<file path="config.mk">
export PLATFORM = sky130hd
export DESIGN_NAME = modem_data_ctrl
export DESIGN_NICKNAME = d
export VERILOG_FILES = /design/src/rtl/modem_data_ctrl.v
export VERILOG_INCLUDE_DIRS = /design/src /design/src/rtl
export SDC_FILE = /design/constraint.sdc
export NUM_CORES = 1
export LEC_CHECK = 0
export BUFFER_PORTS_ARGS = -buffer_cell sky130_fd_sc_hd__buf_2
export CAP_MARGIN = 20
export CORE_ASPECT_RATIO = 1.4
export CORE_MARGIN = 1.5
export CORE_UTILIZATION = 40
export CTS_CLUSTER_SIZE = 28
export DETAILED_ROUTE_END_ITERATION = 8
export SYNTH_ARGS = -nofsm -noshare
export SYNTH_HDL_FRONTEND = slang
export SYNTH_SLANG_ARGS = --single-unit
</file>
<file path="constraint.sdc">
create_clock -name clk -period 2.43 [get_ports clk]
set_clock_uncertainty 0.05 [all_clocks]
set_input_delay 0.3645 -clock clk [delete_from_list [all_inputs] [get_ports clk]]
set_output_delay 0.3645 -clock clk [all_outputs]
set_load 0.005 [all_outputs]
</file>
<file path="src/rtl/modem_ctrl_defines.vh">
// constants for the modem data-mode controller
// assumes a 25 MHz clock and byte-wide received/transmitted characters
`ifndef MODEM_CTRL_DEFINES_VH
`define MODEM_CTRL_DEFINES_VH
`define CLK_HZ          25000000
`define GUARD_MS        1000
`define GUARD_CYCLES    ((`CLK_HZ / 1000) * `GUARD_MS)
`define HANGUP_MS       20000
`define HANGUP_CYCLES   ((`CLK_HZ / 1000) * `HANGUP_MS)
`define CH_PLUS         8'h2b
`define CH_CR           8'h0d
`define CH_LF           8'h0a
`define RSP_OK          3'h0
`define RSP_CONNECT     3'h1
`define RSP_ERROR       3'h2
`define CMD_NONE        3'h0
`define CMD_DATA        3'h1
`define CMD_DIAL        3'h2
`define CMD_ONLINE      3'h3
`define CMD_HANGUP      3'h4
`define CMD_OTHER       3'h5
`endif

</file>
<file path="src/rtl/modem_data_ctrl.v">
// command/data-mode controller of a cellular modem behind a UART
// assumes: rx bytes arrive as valid pulses; a command decoder classifies
// finished AT lines into cmd codes; responses go out as codes to a framer
// Summary of operation
// RULE1 - host waits for registration report before opening a session
// RULE2 - activation command for PPP on a context answers CONNECT
// RULE3 - host uses context 1, or 3 on one operator network
// RULE4 - host may query context definitions first
// RULE5 - host may set an access point name before activation
// RULE6 - packet dial string on context 1 also answers CONNECT
// RULE7 - after CONNECT, enter data mode and ignore AT commands
// RULE8 - in data mode every received character is payload
// RULE9 - in data mode unsolicited results are withheld from the UART
// RULE10 - unsolicited result in data mode toggles the ring indicator
// RULE11 - host escapes on ring toggle before reading the result
// RULE12 - escape plus-plus-plus needs one second idle before and after
// RULE13 - valid escape leaves data mode, answers OK, session suspended
// RULE14 - return-to-online command answers CONNECT, resumes data mode
// RULE15 - host escapes then hangs up to end the session
// RULE16 - hang-up answers OK within 20 seconds
// RULE17 - unguarded plus characters are payload and keep data mode
`timescale 1ns/1ns
`include "modem_ctrl_defines.vh"
module modem_data_ctrl #(
    parameter GUARD_CYCLES  = `GUARD_CYCLES,
    parameter HANGUP_CYCLES = `HANGUP_CYCLES
) (
    // clock and reset
    input  wire       clk,
    input  wire       rst_n,
    // received uart characters
    input  wire [7:0] rx_byte,
    input  wire       rx_valid,
    // decoded command line (command mode only)
    input  wire [2:0] cmd_code,
    input  wire       cmd_valid,
    input  wire       hangup_done,
    // unsolicited results from the network side
    input  wire       urc_event,
    // payload toward the ppp engine
    output reg  [7:0] payload_data,
    output reg        payload_valid,
    input  wire       payload_ready,
    // responses toward the uart framer
    output reg  [2:0] rsp_code,
    output reg        rsp_valid,
    output reg        urc_send,
    // status
    output reg        data_mode,
    output reg        session_open,
    output reg        urc_ring_indicator,
    output reg        rx_ready
);
    // command mode, data mode (session online), waiting for hang-up
    localparam ST_CMD  = 2'h0;
    localparam ST_DATA = 2'h1;
    localparam ST_HANG = 2'h2;

    reg [1:0]  state;
    // guard timer, escape tracking and hang-up timer
    reg [31:0] idle_cnt;
    reg [1:0]  plus_cnt;
    reg        guard_ok;
    reg [31:0] hang_cnt;
    reg        urc_pend;
    // two-entry buffer for payload
    reg [7:0]  buf_data [0:1];
    reg        wr_ptr;
    reg        rd_ptr;
    reg [1:0]  count;

    wire idle_done = (idle_cnt >= GUARD_CYCLES - 1);
    wire buf_full  = (count == 2'h2);
    wire push      = rx_valid && (state == ST_DATA) && !buf_full;
    wire pop       = payload_valid && payload_ready;
    // a connect answered now must not be trailed by a result on the line
    wire       enter_data = cmd_valid && (state == ST_CMD) &&
                            (cmd_code == `CMD_DATA ||
                             cmd_code == `CMD_DIAL ||
                             (cmd_code == `CMD_ONLINE && session_open));

    always @(posedge clk or negedge rst_n) begin
        if (!rst_n) begin
            state <= ST_CMD;
            idle_cnt <= 32'h0;
            plus_cnt <= 2'h0;
            guard_ok <= 1'b0;
            hang_cnt <= 32'h0;
            urc_pend <= 1'b0;
            rsp_code <= 3'h0;
            rsp_valid <= 1'b0;
            urc_send <= 1'b0;
            data_mode <= 1'b0;
            session_open <= 1'b0;
            urc_ring_indicator <= 1'b0;
        end else begin
            // answer and result strobes are single-cycle pulses
            rsp_valid <= 1'b0;
            urc_send <= 1'b0;
            // line silence, saturating once a full guard time has passed;
            // counted in every state so the leading guard may span entry
            if (rx_valid)
                idle_cnt <= 32'h0;
            else if (!idle_done)
                idle_cnt <= idle_cnt + 32'h1;
            case (state)
            ST_CMD: begin
                if (urc_event || urc_pend) begin
                    if (enter_data) begin
                        urc_pend <= 1'b1;                     // [RULE9]
                    end else begin
                        urc_send <= 1'b1;
                        urc_pend <= 1'b0;
                    end
                end
                if (cmd_valid) begin
                    rsp_valid <= 1'b1;
                    case (cmd_code)
                    // context activation and packet dial both open it
                    `CMD_DATA, `CMD_DIAL: begin
                        rsp_code <= `RSP_CONNECT;            // [RULE2] [RULE6]
                        state <= ST_DATA;                     // [RULE7]
                        data_mode <= 1'b1;
                        session_open <= 1'b1;
                    end
                    `CMD_ONLINE: begin
                        // resume only a suspended session
                        if (session_open) begin
                            rsp_code <= `RSP_CONNECT;         // [RULE14]
                            state <= ST_DATA;
                            data_mode <= 1'b1;
                        end else begin
                            rsp_code <= `RSP_ERROR;
                        end
                    end
                    `CMD_HANGUP: begin
                        // no answer until the far side is done or time runs
                        rsp_valid <= 1'b0;
                        hang_cnt <= 32'h0;
                        state <= ST_HANG;
                    end
                    default: rsp_code <= `RSP_OK;
                    endcase
                end
            end
            ST_DATA: begin
                // results are held back and flagged on the ring line
                if (urc_event) begin
                    urc_pend <= 1'b1;                         // [RULE9]
                    urc_ring_indicator <= ~urc_ring_indicator; // [RULE10]
                end
                // a plus counts toward an escape only after a full
                // leading guard; any other byte restarts the count
                if (rx_valid) begin
                    if (rx_byte == `CH_PLUS &&
                        (plus_cnt != 2'h0 || idle_done)) begin
                        plus_cnt <= plus_cnt + 2'h1;          // [RULE12]
                        guard_ok <= (plus_cnt == 2'h2);
                    end else begin
                        plus_cnt <= 2'h0;                     // [RULE17]
                        guard_ok <= 1'b0;
                    end
                end else if (guard_ok && idle_done) begin
                    // three guarded plus bytes and a silent trailing guard
                    guard_ok <= 1'b0;                         // [RULE12]
                    plus_cnt <= 2'h0;
                    rsp_code <= `RSP_OK;                      // [RULE13]
                    rsp_valid <= 1'b1;
                    state <= ST_CMD;
                    data_mode <= 1'b0;
                end
            end
            ST_HANG: begin
                hang_cnt <= hang_cnt + 32'h1;
                // results during the hang-up wait go out afterwards
                if (urc_event)
                    urc_pend <= 1'b1;
                // the far side may finish early, else the limit answers
                if (hangup_done || hang_cnt >= HANGUP_CYCLES - 1) begin
                    rsp_code <= `RSP_OK;                      // [RULE16]
                    rsp_valid <= 1'b1;
                    session_open <= 1'b0;
                    state <= ST_CMD;
                end
            end
            default: state <= ST_CMD;
            endcase
        end
    end

    // payload buffer; plus bytes are forwarded too, an escape only
    // takes effect after the trailing guard time
    always @(posedge clk or negedge rst_n) begin
        if (!rst_n) begin
            wr_ptr <= 1'b0;
            rd_ptr <= 1'b0;
            count <= 2'h0;
            payload_valid <= 1'b0;
            payload_data <= 8'h0;
            rx_ready <= 1'b1;
            buf_data[0] <= 8'h0;
            buf_data[1] <= 8'h0;
        end else begin
            if (push) begin
                buf_data[wr_ptr] <= rx_byte;                  // [RULE8]
                wr_ptr <= ~wr_ptr;
            end
            if (pop)
                rd_ptr <= ~rd_ptr;
            // occupancy follows push and pop of the same cycle
            count <= count + {1'b0, push} - {1'b0, pop};
            // refill the output stage from the next entry on a pop
            if (!payload_valid || pop) begin
                if (count - {1'b0, pop} != 2'h0) begin
                    payload_valid <= 1'b1;
                    payload_data <= buf_data[pop ? ~rd_ptr : rd_ptr];
                end else begin
                    payload_valid <= 1'b0;
                end
            end
            // ready drops while both entries are taken; bytes are refused
            rx_ready <= (count + {1'b0, push} - {1'b0, pop}) != 2'h2;
        end
    end
endmodule // modem_data_ctrl

</file>
==> flow_summary.json, run 1 <==
{
  "hold_violations": 0,
  "end_kind": "flop",
  "die_area_sq_mm": 0.0142,
  "cp.required_ps": 2610,
  "cts_tree": "yes",
  "yosys-top-cells-area": "dfrtp_1 (49%), nor2_1 (4.0%), mux2_2 (4.0%)",
  "vias_per_cell": 5.14,
  "cp_max_fo": 4,
  "crit_arrival_ps": 2500,
  "synth_top_area_share_pct": 49.3,
  "syn2layout_area_growth_pct": 14.0,
  "p_per_area_mw_per_mm2": 822,
  "antenna_found_initial": 0,
  "worst_slack_ps": 111,
  "ys_seq_area_share_pct": 49.8,
  "wl_per_cell_microns": 14.2,
  "drv_cap": 0,
  "row_count": 50,
  "fin_crit_ps": 2320,
  "finalSetupViolCount": 0,
  "postCtsSetupBuffers": 0,
  "insertion_delay_ps": 350,
  "setup_tns_ps": 0,
  "synth_ff_type": "dfrtp_1",
  "num_antenna_cells": 0,
  "synthArstFlopShare_pct": 100,
  "min_path_type": "input pin to flop",
  "dr_total_vias": 3935,
  "clock.fmax_mhz": 431,
  "layout_commonest_cell": "dfrtp_1",
  "htree_levels": 3,
  "final_cell_mix": "dfrtp_1 (106), nor2_1 (58), nand2_1 (49)",
  "route.detailed.drc": 0,
  "place_ws_ps": 154,
  "start_kind": "flop",
  "yosysWarnings": 0,
  "routed_wl_mm": 10.9,
  "cts_root_buf": "clkbuf_16",
  "synth_nets": 564,
  "track_usage_pct": 16.6,
  "overflow": 0,
  "grt_pass1_vias": 4005,
  "vdd_drop_max_uv": 508,
  "p_leak_nw": 2.66,
  "synth_edf_count": 0,
  "start_util_pct": 40.6,
  "synth-seq-cells": 107,
  "post-route-period-util_pct": 95.4,
  "core_area_sq_mm": 0.0133,
  "synth_cell_types": 55,
  "yosys.area.top_type": "dfrtp_1",
  "rr_worst_depth": 8,
  "io_buffer_count": 34,
  "syn_avg_cell_area_sq_um": 10.0,
  "clkTransAtPathRegs_ps": 80,
  "cts_buffers": 9,
  "critical_path_class": "flop to flop",
  "synthesis.area_sq_mm": 0.00538,
  "clock_path_buffers": 2,
  "worstHoldPathCells": 2,
  "place.gp.congestion": 0.821,
  "grt_max_degree": 54,
  "grt_pass1_wl_mm": 19.0,
  "dp_hpwl_mm": 7.71,
  "drive_gt1_share_pct": 18.7,
  "slew_headroom_pct": 54.7,
  "cts.sinks": 107,
  "io_pins": 36,
  "synthesis.instances": 536,
  "grt_setup_unrepaired": "no",
  "status": "completed",
  "num-nets-final": 607,
  "dieHeight_microns": 140,
  "tightest_slew_ps": 678,
  "hold_slack_ps": 222,
  "drt_iter0_drc": 239,
  "drv_slew": 0,
  "die_w_microns": 101,
  "ant_nets": 0,
  "first_pass_iters": 4
}
-- where the power goes --
part	internal, mW	total [mW]	switching (mW)
sequential	2.11	2.30	0.195
clock	0.725	1.45	0.725
combinational	0.611	1.29	0.680
-- metrics by stage --
step	instance area (sq um)	util (%)	std cells	total power [mW]
floorplan	5380	-	536	3.18
CTS	6130	46.3	766	5.11
global route	6140	46.3	766	5.37
detailed placement	5830	43.9	749	3.64
finish	6140	46.3	766	5.04
global placement	5830	43.9	749	3.60
-- cell type report --
| cell class | count | area [sq um] |
|---|---|---|
| Fill cell | 1277 | 7120 |
| Sequential cell | 107 | 2680 |
| Multi-Input combinational cell | 388 | 2530 |
| Timing Repair Buffer | 53 | 330 |
| Tap cell | 182 | 228 |
| Clock buffer | 9 | 225 |
| Inverter | 20 | 75.1 |
| Clock inverter | 7 | 71.3 |
-- synthesized netlist by cell type (all sizes together), types with 6 or more instances --
| cell | instances |
|---|---|
| a21oi | 25 |
| and2 | 6 |
| and3 | 9 |
| buf | 12 |
| clkbuf | 9 |
| dfrtp | 106 |
| ha | 10 |
| inv | 20 |
| mux2 | 19 |
| mux2i | 10 |
| nand2 | 49 |
| nand3 | 20 |
| nand4 | 18 |
| nor2 | 60 |
| nor2b | 9 |
| nor3 | 16 |
| nor4 | 9 |
| o21ai | 29 |
| or3 | 14 |
| xnor2 | 24 |
| xor2 | 18 |
-- final timing paths --
kind	start	endpoint	slack [ps]
min in group asynchronous	rst_n	idle_cnt[19]	480
min	rx_byte[3]	buf_data[3]	220
max reg2reg	state[1]	state[1]	110
max in group asynchronous	rst_n	rx_ready	1130
max	state[1]	state[1]	110
min reg2reg	urc_ring_indicator	urc_ring_indicator	430
-- state kept, by name (all words and copies together), names as in the netlist, 2 cells and up --
| register | flops |
|---|---|
| buf_data | 16 |
| state | 2 |
| rsp_code | 2 |
| idle_cnt | 32 |
| plus_cnt | 2 |
| hang_cnt | 32 |
| payload_data | 8 |
| count | 2 |
-- logic make-up (layout without fill, tap and decap cells) --
family / count (synthesis) / in the layout / synth area share, %
simple gates: 226 / 226 / 22.3
flops: 107 / 107 / 49.8
compound gates: 80 / 80 / 9.39
xor+xnor: 42 / 42 / 6.97
buf+inv: 41 / 89 / 3.30
mux: 29 / 29 / 5.83
fa+ha+maj: 10 / 10 / 2.32
other cells: 1 / 1 / 0.0697
-- layer usage --
metal / wire length, microns / GRT usage (%)
met5: 0 / 0
met4: 140 / 5.04
met3: 276 / 2.45
met2: 5520 / 28.4
met1: 4920 / 21.6
-- what timing repair did --
item | in CTS | in global routing
hold endpoints to repair | 38 | 0
resized for setup | 0 | 1
hold buffers | 1 | 0
setup endpoints to repair | 0 | 1
-- critical path, stage by stage (launching register included) --
cell	delay, ps
dfrtp_1	380
inv_1	70
ha_1	240
nand2_1	240
o21ai_0	190
a21o_1	190
a31oi_1	270
o211a_1	240
mux2_2	330
No activity file was read; power rests on OpenSTA's default activity.
==> run 2: changes to the inputs <==
BUFFER_PORTS_ARGS = -buffer_cell sky130_fd_sc_hd__clkbuf_2   (was -buffer_cell sky130_fd_sc_hd__buf_2)
==> flow_summary.json, run 2 (synthesis results as in run 1) <==
{
  "status": "completed",
  "clock_path_buffers": 2,
  "slew_headroom_pct": 53.1,
  "rr_endpoint": "rsp_code[1]",
  "num-nets-final": 606,
  "core_area_sq_mm": 0.0133,
  "syn2layout_area_growth_pct": 13.8,
  "layout_commonest_cell": "dfrtp_1",
  "die_w_microns": 101,
  "ant_nets": 0,
  "crit_top_cell": "o211ai_1",
  "end_kind": "flop",
  "drv_slew": 0,
  "clkTransAtPathRegs_ps": 70,
  "drv_cap": 0,
  "drive_gt1_share_pct": 18.5,
  "vias_per_cell": 5.18,
  "num_antenna_cells": 0,
  "grt_pass1_vias": 4081,
  "utilization_pct": 46.2,
  "die_area_sq_mm": 0.0142,
  "antenna_found_initial": 0,
  "critical_path_class": "flop to flop",
  "cts_root_buf": "clkbuf_16",
  "rr_worst_depth": 7,
  "tightest_slew_ps": 704,
  "setup_tns_ps": 0,
  "grt_max_degree": 55,
  "overflow": 0,
  "row_count": 50,
  "crit_chain": "ha_1 -> and2_1 -> and4_1 -> o211ai_1 -> o211ai_1 -> o211ai_1 -> mux2_2",
  "track_usage_pct": 17.0,
  "vdd_drop_max_uv": 336,
  "grt_setup_unrepaired": "no",
  "fin_crit_ps": 2270,
  "final_cell_mix": "dfrtp_1 (106), nor2_1 (58), nand2_1 (49)",
  "io_pins": 36,
  "start_kind": "flop",
  "cts-resized-gates": 0,
  "cp.required_ps": 2620,
  "drt_iter0_drc": 191,
  "critPathCapture": "rsp_code[1]",
  "grt_pass1_wl_mm": 19.3,
  "routed_wl_mm": 11.0,
  "reg_top3": "hang_cnt: 32 flops, idle_cnt: 32 flops, buf_data: 16 flops",
  "cts.sinks": 107,
  "dieHeight_microns": 140,
  "clock.fmax_mhz": 440,
  "first_pass_iters": 4,
  "start_util_pct": 40.6,
  "cp_slowest_cell": "dfrtp_1",
  "r2r-start": "hang_cnt[0]",
  "post-route-period-util_pct": 93.5,
  "dr_total_vias": 3962,
  "hold_buffers": 0,
  "p_per_area_mw_per_mm2": 824,
  "hold_violations": 0,
  "cp_max_fo": 5,
  "ff2ff_setup_slack_ps": 160,
  "insertion_delay_ps": 350,
  "route.detailed.drc": 0,
  "wl_per_cell_microns": 14.4,
  "cp-startpoint": "hang_cnt[0]",
  "finalSetupViolCount": 0,
  "place.gp.congestion": 0.786,
  "cts_buffers": 9,
  "io_buffer_count": 34,
  "cts_tree": "yes",
  "crit_arrival_ps": 2460,
  "max_stage_delay_ps": 420,
  "min_path_type": "input pin to asynchronous set/reset pin",
  "htree_levels": 3,
  "dp_hpwl_mm": 7.96,
  "postCtsSetupBuffers": 0,
  "p_leak_nw": 2.67
}
[run 2: changes by cell type in the layout (fill, tap and decap cells not counted), sizes merged]
cell	before	now
clkbuf	9	42
inv	23	25
buf	52	19
clkinvlp	2	0
dlygate4sd3	1	0
[run 2: worst min-delay path by stage]
stage / to / slack, ps / startpoint / depth (start not counted)
3_3_place_gp: idle_cnt[19] / 390 / rst_n / 1
3_5_place_dp: idle_cnt[21] / 410 / rst_n / 1
6_report: idle_cnt[21] / 6 / rst_n / 1
4_1_cts: idle_cnt[19] / 30 / rst_n / 1
2_1_floorplan: buf_data[0] / 20 / rst_n / 0
5_1_grt: idle_cnt[21] / 70 / rst_n / 1
[run 2: cell type report]
| cell class | instances | area, sq um |
|---|---|---|
| clock buffers | 9 | 225 |
| clock inverters | 7 | 73.8 |
| fillers | 1268 | 7140 |
| inverters | 20 | 75.1 |
| multi-input cells | 388 | 2530 |
| flip-flops and latches | 107 | 2680 |
| well taps | 182 | 228 |
| repair buffers | 52 | 320 |
[run 2: metrics by stage]
step	instance area (sq um)	hold WS [ps]	std cells	worst slack, ps	power (mW)
4_1_cts	6130	32.2	765	125	5.13
6_report	6130	5.60	765	158	5.05
2_1_floorplan	5380	18.9	536	261	3.18
3_3_place_gp	5830	392	749	238	3.59
3_5_place_dp	5830	411	749	136	3.65
5_1_grt	6130	67.2	765	17.4	5.38
[run 2: routing by layer]
layer  routed length (microns)  vias to the layer above  track usage, %
met2                      5660                       56            29.6
li1                          -                     1945               -
met4                       202                        0            5.56
met5                         0                        -               0
met3                       246                       14            2.64
met1                      4930                     1947            21.4
[run 2: critical path: cells and delay by family (launching register included)]
family | cells | cell delay (ps)
AO/OA/AOI/OAI | 3 | 660
adder cells (fa/ha/maj) | 1 | 250
flip-flops | 1 | 420
multiplexers | 1 | 370
AND/OR/NAND/NOR | 2 | 420
[run 2: power breakdown]
part / switching, mW / leakage [nW] / internal, mW
combinational: 0.671 / 1.11 / 0.609
clock: 0.731 / 0.148 / 0.733
sequential: 0.196 / 1.41 / 2.11
